===== src/core/pte_pkg.sv =====
// pte_pkg: constants and carrier types for the pulse train engine.
// assumes a single hclk domain and a 32-bit AHB-Lite slave port.
package pte_pkg;
	localparam int         NGEN      = 2;
	localparam int         GEN_BASE  = 2;
	// register byte offsets
	localparam logic [7:0] A_RUN     = 8'h00;
	localparam logic [7:0] A_START   = 8'h04;
	localparam logic [7:0] A_STOP    = 8'h08;
	localparam logic [7:0] A_CFG     = 8'h0C;
	localparam logic [7:0] A_DONE    = 8'h10;
	localparam logic [7:0] A_PIN     = 8'h14;
	localparam logic [7:0] A_CTRL0   = 8'h20;
	localparam logic [7:0] A_PAT0    = 8'h24;
	localparam logic [7:0] A_LOOP0   = 8'h28;
	localparam logic [7:0] A_STRIDE  = 8'h10;
	localparam int         ADDR_W    = 8;
	// control field layout
	localparam int         C_MODE    = 0;
	localparam int         C_LEN     = 1;
	localparam int         C_DIV     = 8;
	localparam int         C_IDLE    = 12;
	localparam int         C_CHAIN   = 16;
	localparam logic [4:0] LEN_MIN   = 5'h01;
	localparam logic [7:0] CNT_ONE   = 8'h01;
	localparam logic [7:0] DIV_UNIT  = 8'h02;
	localparam logic [15:0] LOOP_INF = 16'h0000;
	localparam logic [15:0] LOOP_ONE = 16'h0001;
	localparam logic [1:0] HT_NSEQ   = 2'h2;

	typedef struct packed {
		logic [NGEN-1:0] chain;
		logic            idle;
		logic [2:0]      div;
		logic [4:0]      len;
		logic            pattern;
	} pte_ctrl_t;

	typedef struct packed {
		logic        run;
		logic [4:0]  bitpos;
		logic [15:0] left;
		logic [31:0] pat;
		logic [15:0] loops;
		pte_ctrl_t   ctrl;
		logic        out;
	} pte_gen_t;

	typedef struct packed {
		pte_gen_t [NGEN-1:0] gen;
		logic [7:0]          mcnt;
		logic [NGEN-1:0]     done;
		logic                clk_sel;
		logic [NGEN-1:0]     pin_sel;
		logic [NGEN-1:0]     pin;
		logic                ap_wr;
		logic                ap_rd;
		logic [ADDR_W-1:0]   ap_addr;
		logic [31:0]         rdata;
	} pte_state_t;

	localparam pte_state_t S_RST = '0;

	typedef struct packed {
		logic        hsel;
		logic [31:0] haddr;
		logic [1:0]  htrans;
		logic        hwrite;
		logic [2:0]  hsize;
		logic [31:0] hwdata;
	} pte_ahb_req_t;

	typedef struct packed {
		logic [31:0] hrdata;
		logic        hreadyout;
		logic        hresp;
	} pte_ahb_rsp_t;
endpackage


===== src/core/pte_top.sv =====
// pte_top: two pulse train generators behind an AHB-Lite register slave.
// assumes hclk-synchronous inputs; alt_tick is a one-cycle enable from
// an independent source, already in the hclk domain.
// ports
//   ce        high runs; low freezes all state and stalls the bus
//   alt_tick  module tick, used when cfg bit 0 is set
//   hready    the bus's hready, looped back from our hreadyout
//   gpio_out  ordinary gpio levels for the two pins
//   pin_out   registered pin levels, gpio or generator
// reset: hresetn clears every register; pins read low while held
//
// register map, byte offsets, one word each
//   0x00 run      read only, bit g set while generator g runs
//   0x04 start    write ones to start; several ones start a group in step
//   0x08 stop     write ones to stop; output falls to idle, no done flag
//   0x0C cfg      bit 0 picks the module clock: 0 hclk, 1 alt_tick
//   0x10 done     bit g set on completion, write one to clear
//   0x14 pin      bit g hands pin g to its generator
//   0x20 + 0x10*g per-generator block of generator g
//     +0 ctrl     bit 0 pattern, 5:1 last bit index, 10:8 divider,
//                 bit 12 idle level, 17:16 chain mask
//     +4 pattern  bits sent lsb first
//     +8 loops    15:0 repeat count; zero runs forever, one is single-shot
//   unmapped offsets read as zero and ignore writes
//   index 0 is instance two, index 1 is instance three
//
// bus timing
//   zero wait states while ce is high; hreadyout simply follows ce
//   write c0: nonseq, address and hwrite on the bus; the edge takes it
//   write c1: idle, hwdata on the bus; the edge stores the word
//   read c0: nonseq with hwrite low; the edge loads hrdata
//   read c1: hrdata stands; the master takes it at the closing edge
//   hazard: a read right behind a write to the same word sees the old value
//   hrdata holds until the next read address phase is taken
//
// generator timing
//   start edge: run sets and bit 0 appears on the pin at once
//   bits advance on module ticks when the low div+1 bits of the shared
//     count are all ones, so the first bit may come out short
//   the shared count keeps a group started together on common boundaries
//   after the last bit of the last loop the output drops to idle
//   chained generators start at the edge where the finisher stops
//   square mode ignores the loop count and runs until stopped
//   example, three bit pattern, one loop:
//     start edge: pin shows bit 0
//     next two boundaries: bits 1 and 2
//     third boundary: idle level, run clear, done set
//
// limitations
//   start and stop in one write: stop wins
//   a start while running restarts at bit 0
//   alt_tick must already be a one-cycle pulse in the hclk domain
//   only haddr bits 7:0 decode; higher bits alias
//   hsize is ignored, every access is a whole word
//   divider codes above 6 all give the slowest rate of the 8-bit count
//   a pin not handed to a generator shows gpio one cycle late
//
// Our own choices: the AHB-Lite interface to the registers and the placing of the registers.
`timescale 1ns/1ps
module pte_top (
	input  wire logic                  hclk,
	input  wire logic                  hresetn,
	input  wire logic                  ce,
	input  wire logic                  alt_tick,
	input  wire pte_pkg::pte_ahb_req_t ahb_req,
	input  wire logic                  hready,
	output pte_pkg::pte_ahb_rsp_t      ahb_rsp,
	input  wire logic [1:0]            gpio_out,
	output logic [1:0]                 pin_out
);
	import pte_pkg::*;

	// whole block state, registered in one place
	pte_state_t      s_r;
	pte_state_t      s_nxt;
	// per-cycle strobes decoded from state and bus
	logic            tick_m;
	logic [NGEN-1:0] fin;
	logic [NGEN-1:0] go;
	logic [NGEN-1:0] stop;
	logic [NGEN-1:0] clr;
	logic [31:0]     rd_val;
	logic [31:0]     wd;

	// bit tick when the low div+1 bits of the shared count are all ones
	function automatic logic div_hit(input logic [7:0] cnt, input logic [2:0] d);
		logic [7:0] mask;
		mask = (DIV_UNIT << d) - CNT_ONE;
		return &(cnt | ~mask);
	endfunction

	// register decode for the per-generator block
	function automatic logic gen_hit(input logic [ADDR_W-1:0] a, input logic [7:0] base, input int g);
		logic [7:0] off;
		off = 8'(g) * A_STRIDE;
		return a == (base + off);
	endfunction

	// last bit index; lengths under two are raised to two
	function automatic logic [4:0] last_bit(input logic [4:0] len);
		return (len < LEN_MIN) ? LEN_MIN : len;
	endfunction

	// unpack a control word into its fields
	function automatic pte_ctrl_t ctrl_of(input logic [31:0] d);
		pte_ctrl_t c;
		c.pattern = d[C_MODE];
		c.len     = d[C_LEN +: 5];
		c.div     = d[C_DIV +: 3];
		c.idle    = d[C_IDLE];
		c.chain   = d[C_CHAIN +: NGEN];
		return c;
	endfunction

	// pack control fields back into a read word, spare bits zero
	function automatic logic [31:0] ctrl_rd(input pte_ctrl_t c);
		logic [31:0] d;
		d = '0;
		d[C_MODE]        = c.pattern;
		d[C_LEN +: 5]    = c.len;
		d[C_DIV +: 3]    = c.div;
		d[C_IDLE]        = c.idle;
		d[C_CHAIN +: NGEN] = c.chain;
		return d;
	endfunction

	// bus answers at once while ce is high; no error responses exist
	assign ahb_rsp.hrdata    = s_r.rdata;
	assign ahb_rsp.hreadyout = ce;
	assign ahb_rsp.hresp     = 1'b0;
	assign pin_out           = s_r.pin;
	assign wd                = ahb_req.hwdata;

	// read mux over current state
	always_comb begin
		rd_val = '0;
		unique case (ahb_req.haddr[ADDR_W-1:0])
			A_RUN:   begin
				for (int g = 0; g < NGEN; g++) begin
					rd_val[g] = s_r.gen[g].run;
				end
			end
			A_CFG:   rd_val[0] = s_r.clk_sel;
			A_DONE:  rd_val[NGEN-1:0] = s_r.done;
			A_PIN:   rd_val[NGEN-1:0] = s_r.pin_sel;
			default: begin
				for (int g = 0; g < NGEN; g++) begin
					if (gen_hit(ahb_req.haddr[ADDR_W-1:0], A_CTRL0, g)) begin
						rd_val = ctrl_rd(s_r.gen[g].ctrl);
					end
					if (gen_hit(ahb_req.haddr[ADDR_W-1:0], A_PAT0, g)) begin
						rd_val = s_r.gen[g].pat;
					end
					if (gen_hit(ahb_req.haddr[ADDR_W-1:0], A_LOOP0, g)) begin
						rd_val[15:0] = s_r.gen[g].loops;
					end
				end
			end
		endcase
	end

	// next-state: generators, chaining, then bus writes, then starts
	always_comb begin
		s_nxt = s_r;
		fin   = '0;
		go    = '0;
		stop  = '0;
		clr   = '0;
		tick_m = s_r.clk_sel ? alt_tick : 1'b1;
		if (tick_m) begin
			s_nxt.mcnt = s_r.mcnt + CNT_ONE;
		end
		// two generators
		// index 0 is instance two, index 1 instance three
		for (int g = 0; g < NGEN; g++) begin
			if (s_r.gen[g].run && tick_m && div_hit(s_r.mcnt, s_r.gen[g].ctrl.div)) begin
				if (!s_r.gen[g].ctrl.pattern) begin
					s_nxt.gen[g].out = ~s_r.gen[g].out;
				end else if (s_r.gen[g].bitpos == last_bit(s_r.gen[g].ctrl.len)) begin
					s_nxt.gen[g].bitpos = '0;
					s_nxt.gen[g].out    = s_r.gen[g].pat[0];
					if (s_r.gen[g].loops != LOOP_INF) begin
						// single-shot is a count of one
						if (s_r.gen[g].left == LOOP_ONE) begin
							fin[g] = 1'b1;
						end
						s_nxt.gen[g].left = s_r.gen[g].left - LOOP_ONE;
					end
				end else begin
					s_nxt.gen[g].bitpos = s_r.gen[g].bitpos + CNT_ONE[4:0];
					s_nxt.gen[g].out    = s_r.gen[g].pat[s_r.gen[g].bitpos + CNT_ONE[4:0]];
				end
			end
			// stop to idle and flag done
			if (fin[g]) begin
				s_nxt.gen[g].run = 1'b0;
				s_nxt.gen[g].out = s_r.gen[g].ctrl.idle;
			end
		end
		for (int g = 0; g < NGEN; g++) begin
			if (fin[g]) begin
				go = go | s_r.gen[g].ctrl.chain;
			end
		end
		// data-phase writes
		// software writes land after hardware updates, so they win, except a done clear, which loses to a completion in the same cycle
		if (s_r.ap_wr) begin
			unique case (s_r.ap_addr)
				A_START: go = go | wd[NGEN-1:0];
				A_STOP:  stop = wd[NGEN-1:0];
				A_CFG:   s_nxt.clk_sel = wd[0];
				A_DONE:  clr = wd[NGEN-1:0];
				A_PIN:   s_nxt.pin_sel = wd[NGEN-1:0];
				default: begin
					for (int g = 0; g < NGEN; g++) begin
						if (gen_hit(s_r.ap_addr, A_CTRL0, g)) begin
							s_nxt.gen[g].ctrl = ctrl_of(wd);
						end
						if (gen_hit(s_r.ap_addr, A_PAT0, g)) begin
							s_nxt.gen[g].pat = wd;
						end
						if (gen_hit(s_r.ap_addr, A_LOOP0, g)) begin
							s_nxt.gen[g].loops = wd[15:0];
						end
					end
				end
			endcase
		end
		for (int g = 0; g < NGEN; g++) begin
			// manual stop goes idle without done
			if (stop[g]) begin
				s_nxt.gen[g].run = 1'b0;
				s_nxt.gen[g].out = s_nxt.gen[g].ctrl.idle;
			end
			// starts land on a shared count phase, so groups align
			if (go[g] && !stop[g]) begin
				s_nxt.gen[g].run    = 1'b1;
				s_nxt.gen[g].bitpos = '0;
				s_nxt.gen[g].left   = s_nxt.gen[g].loops;
				s_nxt.gen[g].out    = s_nxt.gen[g].ctrl.pattern ? s_nxt.gen[g].pat[0] : 1'b1;
			end
			s_nxt.pin[g] = s_nxt.pin_sel[g] ? s_nxt.gen[g].out : gpio_out[g];
		end
		s_nxt.done = (s_r.done & ~clr) | fin;
		// address phase capture
		// hready low clears ap_wr and ap_rd; ap_addr and rdata keep their old values
		s_nxt.ap_wr = 1'b0;
		s_nxt.ap_rd = 1'b0;
		if (hready) begin
			s_nxt.ap_wr   = ahb_req.hsel && ahb_req.htrans == HT_NSEQ && ahb_req.hwrite;
			s_nxt.ap_rd   = ahb_req.hsel && ahb_req.htrans == HT_NSEQ && !ahb_req.hwrite;
			s_nxt.ap_addr = ahb_req.haddr[ADDR_W-1:0];
			if (s_nxt.ap_rd) begin
				s_nxt.rdata = rd_val;
			end
		end
	end

	// single state register; ce low freezes everything
	always_ff @(posedge hclk or negedge hresetn) begin
		if (!hresetn) begin
			s_r <= S_RST;
		end else if (ce) begin
			s_r <= s_nxt;
		end
	end
endmodule // pte_top


===== config.mk =====
export PLATFORM = sky130hd
export DESIGN_NAME = pte_top
export DESIGN_NICKNAME = d
export VERILOG_FILES = /design/src/core/pte_pkg.sv /design/src/core/pte_top.sv
export SDC_FILE = /design/constraint.sdc
export NUM_CORES = 1
export LEC_CHECK = 0
export BUFFER_PORTS_ARGS = -buffer_cell sky130_fd_sc_hd__buf_2
export CAP_MARGIN = 30
export CORE_AREA = 5 5 194 196
export CTS_CLUSTER_DIAMETER = 120
export CTS_CLUSTER_SIZE = 12
export DETAILED_ROUTE_END_ITERATION = 8
export DIE_AREA = 0 0 199 201
export PLACE_DENSITY = 0.55
export SLEW_MARGIN = 25
export SYNTH_ARGS = -nofsm -noshare
export SYNTH_HDL_FRONTEND = slang
export SYNTH_SLANG_ARGS = --single-unit

===== constraint.sdc =====
create_clock -name hclk -period 8.8 [get_ports hclk]
set_input_delay 0.88 -clock hclk [delete_from_list [all_inputs] [get_ports hclk]]
set_output_delay 0.88 -clock hclk [all_outputs]
set_load 0.1 [all_outputs]

==> results of run 1 <==
## power groups by stage
stage | Sequential [mW] | Clock [mW] | Combinational [mW]
after global routing | 1.11 | 0.907 | 0.247
after CTS | 1.11 | 0.876 | 0.227
after detailed placement | 1.13 | 0 | 0.226
final | 1.11 | 0.850 | 0.223
after global placement | 1.13 | 0 | 0.221
after floorplan | 1.11 | 0 | 0.152
## metrics by stage
| step | power, mW | util (%) | setup WS, ns | hold WS [ns] | std cells |
|---|---|---|---|---|---|
| 2_1_floorplan | 1.26 | - | 5.84 | 0.444 | 1121 |
| 3_3_place_gp | 1.35 | 35.9 | 4.59 | 0.458 | 1586 |
| 3_5_place_dp | 1.35 | 36.1 | 4.58 | 0.464 | 1588 |
| 4_1_cts | 2.21 | 37.7 | 5.00 | 0.477 | 1612 |
| 5_1_grt | 2.27 | 37.9 | 4.86 | 0.489 | 1616 |
| 6_report | 2.18 | 37.9 | 5.00 | 0.455 | 1616 |
## area by class of cell
class / instances / area, µm²
clock inverters: 1 / 8.76
well taps: 468 / 586
inverters: 21 / 78.8
fillers: 3543 / 22300
multi-input cells: 778 / 6160
flip-flops and latches: 222 / 5560
clock buffers: 23 / 576
repair buffers: 103 / 638
## routing by layer
layer | vias up | track usage, % | wire (µm)
li1 | 4164 | - | -
met1 | 4712 | 26.4 | 16900
met2 | 239 | 27.0 | 16200
met3 | 36 | 2.52 | 1810
met4 | 0 | 3.10 | 591
met5 | - | 0 | 0
## cell families (layout without fill, tap and decap cells)
group / after synthesis / in the layout
AO/OA/AOI/OAI: 232 / 232
XOR/XNOR: 21 / 21
adder cells (fa/ha/maj): 7 / 7
buffers and inverters: 121 / 148
flip-flops: 222 / 222
multiplexers: 242 / 242
other: 1 / 1
AND/OR/NAND/NOR: 275 / 275
## cells in the final DEF (no fill, tap or decap), types with 23 or more instances in the layout
master     instances
a21oi_1           47
buf_2             84
clkbuf_16         23
dfrtp_1          222
mux2_2           149
mux2i_1           72
nand2_1           65
nor2_1            51
o21ai_0           65
## worst min-delay path by stage
stage	startpoint	to	slack [ns]
after detailed placement	ahb_rsp[24]$_DFFE_PN0P_	ahb_rsp[24]$_DFFE_PN0P_	0.46
after CTS	ahb_rsp[24]$_DFFE_PN0P_	ahb_rsp[24]$_DFFE_PN0P_	0.48
after global placement	ahb_rsp[30]$_DFFE_PN0P_	ahb_rsp[30]$_DFFE_PN0P_	0.46
after global routing	ahb_rsp[24]$_DFFE_PN0P_	ahb_rsp[24]$_DFFE_PN0P_	0.49
final	hresetn	s_r[130]$_DFFE_PN0P_	0.46
after floorplan	s_r[48]$_DFFE_PN0P_	s_r[48]$_DFFE_PN0P_	0.44
## state kept, by name, indices dropped and copies added, names as in the netlist
signal   flops
s_r        188
pin_out      2
ahb_rsp     32
## worst register-to-register path: stages, from the launching register on
cell      delay [ns]
dfrtp_1         0.90
ha_1            0.62
mux4_2          0.43
mux4_2          0.49
mux2_2          0.29
o211ai_1        0.21
a41oi_1         0.14
a21oi_1         0.38
o21ai_0         0.18
==> results.sh, run 1 <==
export IMPL_fp_dieW_um=199
export IMPL_cpMaxStageDelayCell="dfrtp_1"
export IMPL_fp_dieH_um=201
export IMPL_min_period_ns=3.80
export IMPL_yosysTopAreaCell="dfrtp_1"
export IMPL_vias=9151
export IMPL_dp_hpwl_um=25100
export IMPL_crit_start="s_r[134]$_DFFE_PN0P_"
export IMPL_yosys_area_share_xor_xnor_pct=1.50
export IMPL_ios=114
export IMPL_max_slew_margin_pct=29.7
export IMPL_syn_inst=1121
export IMPL_grt_max_degree=111
export IMPL_dr_pass1_iters=5
export IMPL_ant_nets=0
export IMPL_synth_top_area_share_pct=45.2
export IMPL_reg2reg_to="s_r[57]$_DFFE_PN0P_"
export IMPL_grt_pass1_vias=8993
export IMPL_clk_latency_ns=0.52
export IMPL_synth_seq_cells=222
export IMPL_worst_slew_pin_slew_ns=1.06
export IMPL_async_reset_ff_share_pct=100
export IMPL_yosysSeqAreaShare_pct=45.2
export IMPL_synth_top_flop_cell="dfrtp_1"
export IMPL_critPathLaunchType="register"
export IMPL_crit_path_end="s_r[57]$_DFFE_PN0P_"
export IMPL_port_buffers=85
export IMPL_path_buf_inv=0
export IMPL_final_period_utilization_pct=43.2
export IMPL_clockBufferDepth=3
export IMPL_stdcell_area_um2=13600
export IMPL_cpMostUsedCell="mux4_2"
export IMPL_placed_cell_area_um2=13000
export IMPL_status="finished, final reports clean"
export IMPL_num_rows=70
export IMPL_cts_tree="done"
export IMPL_reg2reg_from="s_r[134]$_DFFE_PN0P_"
export IMPL_synth_cell_types=69
export IMPL_crit_family="multiplexers"
export IMPL_fin_skew_ns=0.0176
export IMPL_comb_power_share_pct=10.2
export IMPL_htree_levels=1
export IMPL_grt_pass1_wl_um=55400
export IMPL_swShare_pct=27.0
export IMPL_grt_ovfl_total=0
export IMPL_p_leak_nw=6.16
export IMPL_ir_drop_uv=115
export IMPL_drt_iter0_markers=677
export IMPL_grt_total_usage_pct=17.5
export IMPL_gp_congestion=0.880
export IMPL_yosys_warnings=0
export IMPL_crit_path_max_incr_delay_ns=0.90
export IMPL_cp_data_arrival_time_ns=4.15
export IMPL_syn_to_final_growth_pct=10.6
export IMPL_cp_depth=8
export IMPL_post_cts_setup_buffers=0
export IMPL_syn_avg_cell_area_um2=11.0
export IMPL_setup_viol=0
export IMPL_synth_area_um2=12300
export IMPL_rrSetupSlack_ns=5.00
export IMPL_path_clk_slew_ns=0.07
export IMPL_synth_edff_count=0
export IMPL_crit_fanout=13
export IMPL_synth_adder_area_share_pct=0.712
export IMPL_synth_most_common_cell="dfrtp_1"
export IMPL_final_nets=1233
export IMPL_synth_compound_area_share_pct=12.3
export IMPL_start_util_pct=34.2
export IMPL_pwr_density_cell_nw_per_um2=160
export IMPL_crit_type="reg2reg"
export IMPL_drive_above_1_share_pct=27.7
export IMPL_maxCapViolations=0
export IMPL_synthSimpleGateAreaFrac_pct=11.9
export IMPL_final_hold_viol_count=0
export IMPL_final_setup_tns_ns=0
export IMPL_hold_buffers=0
export IMPL_synth_top_family_by_area="multiplexers"
export IMPL_p_seq_share_pct=50.8
export IMPL_hold_path_class="in2async"
export IMPL_postCtsResizedCells=0
export IMPL_cts_buffers=22
export IMPL_switchingPower_mw=0.588
export IMPL_clkSinkCount=222
export IMPL_synthMuxAreaShare_pct=23.4
export IMPL_slew_violations=0
export IMPL_cts_root_buf="clkbuf_16"
export IMPL_antenna_found_initial=0
export IMPL_drcViolationCount=0
export IMPL_crit_chain="ha_1 -> mux4_2 -> mux4_2 -> mux2_2 -> o211ai_1 -> a41oi_1 -> a21oi_1 -> o21ai_0"
export IMPL_synth_top_cells_by_count="dfrtp_1, mux2_2, mux2i_1, nand2_1, o21ai_0"
export IMPL_dieArea_um2=40000
export IMPL_p_clk_share_pct=39.0
export IMPL_reg2reg_depth=8
export IMPL_drt_wirelength_per_cell_um=22.0
export IMPL_endpoint_kind="register"
export IMPL_p_int_mw=1.59
export IMPL_core_area_um2=35900
export IMPL_vias_per_cell=5.66
export IMPL_worst_ep_required_time_ns=9.15
export IMPL_synth_nets=1206
export IMPL_postRouteWirelength_um=35600
export IMPL_fmax_mhz=263
export IMPL_n_antenna_cell=0
export IMPL_rsz0062_at_grt="false"
export IMPL_ys_top_cells_by_area="dfrtp_1, mux2_2, mux2i_1, mux4_2, o21ai_0"
Power figures use the tool's default switching activity.
==> inputs of run 2 (changes only) <==
- clock period: 8.8 -> 3.9 ns (I/O delays scaled with it)
==> run 2 against run 1 <==
- non-clock buffer count up 14
- die area stayed put
- wire length down 0.74%
- fmax up 9.2%
- clock power is 120% higher
- critical path depth unchanged
- final cell count grew 0.87%
- worst setup slack got worse by 4.6 ns
- cell area increased by 0.56%
- critical endpoint is now s_r[213]$_DFFE_PN0P_
- largest power group unchanged
==> results.sh, run 2 (synthesized netlist as in run 1, its figures left out) <==
export IMPL_cts_buffers=22
export IMPL_crit_fanout=22
export IMPL_dp_hpwl_um=25600
export IMPL_status="finished, final reports clean"
export IMPL_fill_cells=3588
export IMPL_postCtsResizedCells=0
export IMPL_final_nets=1247
export IMPL_final_common_cell="dfrtp_1"
export IMPL_path_clk_slew_ns=0.06
export IMPL_reg2reg_depth=8
export IMPL_min_period_ns=3.48
export IMPL_final_period_utilization_pct=89.2
export IMPL_regMostFlops="s_r"
export IMPL_routed_wl_met2_um=16400
export IMPL_setup_viol=0
export IMPL_cp_data_arrival_time_ns=3.88
export IMPL_pwr_density_cell_nw_per_um2=360
export IMPL_cpMaxStageDelayCell="nor4_4"
export IMPL_antenna_found_initial=1
export IMPL_core_area_um2=35900
export IMPL_fp_dieH_um=201
export IMPL_drt_iter0_markers=733
export IMPL_routed_top_layer="met5"
export IMPL_grt_ovfl_total=0
export IMPL_start_util_pct=34.2
export IMPL_num_rows=70
export IMPL_n_antenna_cell=0
export IMPL_cp_depth=8
export IMPL_maxCapViolations=0
export IMPL_slew_violations=0
export IMPL_wl_met1_um=16500
export IMPL_htree_levels=1
export IMPL_crit_chain="or3_1 -> or3_4 -> or3_4 -> nor4_4 -> and4_1 -> or2_4 -> o21ai_0 -> a22o_1"
export IMPL_rrSetupSlack_ns=0.42
export IMPL_gp_congestion=0.882
export IMPL_drcViolationCount=0
export IMPL_cts_tree="done"
export IMPL_crit_family="simple AND/OR/NAND/NOR gates"
export IMPL_fp_dieW_um=199
export IMPL_fin_skew_ns=0.0142
export IMPL_reg2reg_to="s_r[213]$_DFFE_PN0P_"
export IMPL_grt_max_degree=116
export IMPL_dr_pass1_iters=6
export IMPL_vias_per_cell=5.61
export IMPL_critPathLaunchType="register"
export IMPL_place_ws_ns=0.377
export IMPL_regArea_um2=5560
export IMPL_multi_input_area_um2=6160
export IMPL_rsz0062_at_grt="false"
export IMPL_clockBufferDepth=3
export IMPL_grt_pass1_vias=9264
export IMPL_crit_path_end="s_r[213]$_DFFE_PN0P_"
export IMPL_ir_drop_uv=271
export IMPL_ios=114
export IMPL_wl_met3_um=1650
export IMPL_final_hold_viol_count=0
export IMPL_clkSinkCount=222
export IMPL_path_buf_inv=0
export IMPL_crit_path_max_incr_delay_ns=0.48
export IMPL_port_buffers=85
export IMPL_crit_start="s_r[208]$_DFFE_PN0P_"
export IMPL_drt_wirelength_per_cell_um=21.6
export IMPL_largest_register_ff_count=188
export IMPL_postRouteWirelength_um=35300
export IMPL_grt_pass1_wl_um=56000
export IMPL_fmax_mhz=287
export IMPL_crit_type="reg2reg"
export IMPL_p_leak_nw=6.22
export IMPL_dieArea_um2=40000
export IMPL_final_setup_tns_ns=0
export IMPL_hold_path_class="in2reg"
export IMPL_max_slew_margin_pct=37.7
export IMPL_worst_slew_pin_slew_ns=0.932
export IMPL_cpMostUsedCell="or3_4"
export IMPL_hold_buffers=1
export IMPL_reg2reg_from="s_r[208]$_DFFE_PN0P_"
export IMPL_syn_to_final_growth_pct=11.2
export IMPL_cts_root_buf="clkbuf_16"
export IMPL_worst_ep_required_time_ns=4.30
export IMPL_final_cell_mix="dfrtp_1, mux2_2, buf_2"
export IMPL_grt_total_usage_pct=17.6
export IMPL_drive_above_1_share_pct=28.5
export IMPL_endpoint_kind="register"
export IMPL_ant_nets=0
export IMPL_post_cts_setup_buffers=0
export IMPL_fin_ws_ns=0.420
export IMPL_vias=9148
export IMPL_clk_latency_ns=0.51
[run 2: changes by cell type in the layout (fill, tap and decap cells not counted)]
cell and delta:
buf_12 +1, buf_4 +15, buf_16 -2, buf_6 -1
dlygate4sd3_1 +1
[run 2: area by class of cell]
type                    count  share of cell area (%)
flip-flops and latches    222                    40.6
multi-input cells         778                    45.0
clock inverters             1                  0.0640
well taps                 468                    4.28
repair buffers            117                    5.22
clock buffers              23                    4.21
inverters                  21                   0.576
[run 2: through the flow]
step / power (mW) / cell area, µm² / instances / utilization [%] / hold slack [ns]
after floorplan: 2.85 / 12300 / 1121 / - / 0.0944
after global placement: 3.04 / 13100 / 1603 / 36.4 / 0.457
after detailed placement: 3.06 / 13100 / 1603 / 36.4 / 0.466
after CTS: 4.98 / 13600 / 1628 / 38.0 / 0.109
after global routing: 5.13 / 13700 / 1630 / 38.1 / 0.118
final: 4.92 / 13700 / 1630 / 38.1 / 0.131
[run 2: layer usage]
metal  vias up  track usage (%)
li1       4200                -
met1      4640             26.5
met2       260             27.4
met3        44             2.38
met4         4             3.00
met5         -            0.741
[run 2: where the power goes]
part	switching [mW]	internal [mW]	total [mW]
Combinational	0.335	0.175	0.510
Sequential	0.113	2.39	2.50
Clock	0.871	1.04	1.91
[run 2: how the worst min path moves through the flow]
| stage | start | to | slack (ns) | cells past startpoint |
|---|---|---|---|---|
| after global routing | ahb_req[23] | s_r[109]$_DFFE_PN0P_ | 0.12 | 2 |
| after detailed placement | ahb_rsp[16]$_DFFE_PN0P_ | ahb_rsp[16]$_DFFE_PN0P_ | 0.47 | 2 |
| final | ahb_req[23] | s_r[109]$_DFFE_PN0P_ | 0.13 | 2 |
| after global placement | ahb_rsp[31]$_DFFE_PN0P_ | ahb_rsp[31]$_DFFE_PN0P_ | 0.46 | 2 |
| after CTS | ahb_req[22] | s_r[191]$_DFFE_PN0P_ | 0.11 | 2 |
| after floorplan | hresetn | ahb_rsp[10]$_DFFE_PN0P_ | 0.09 | 0 |
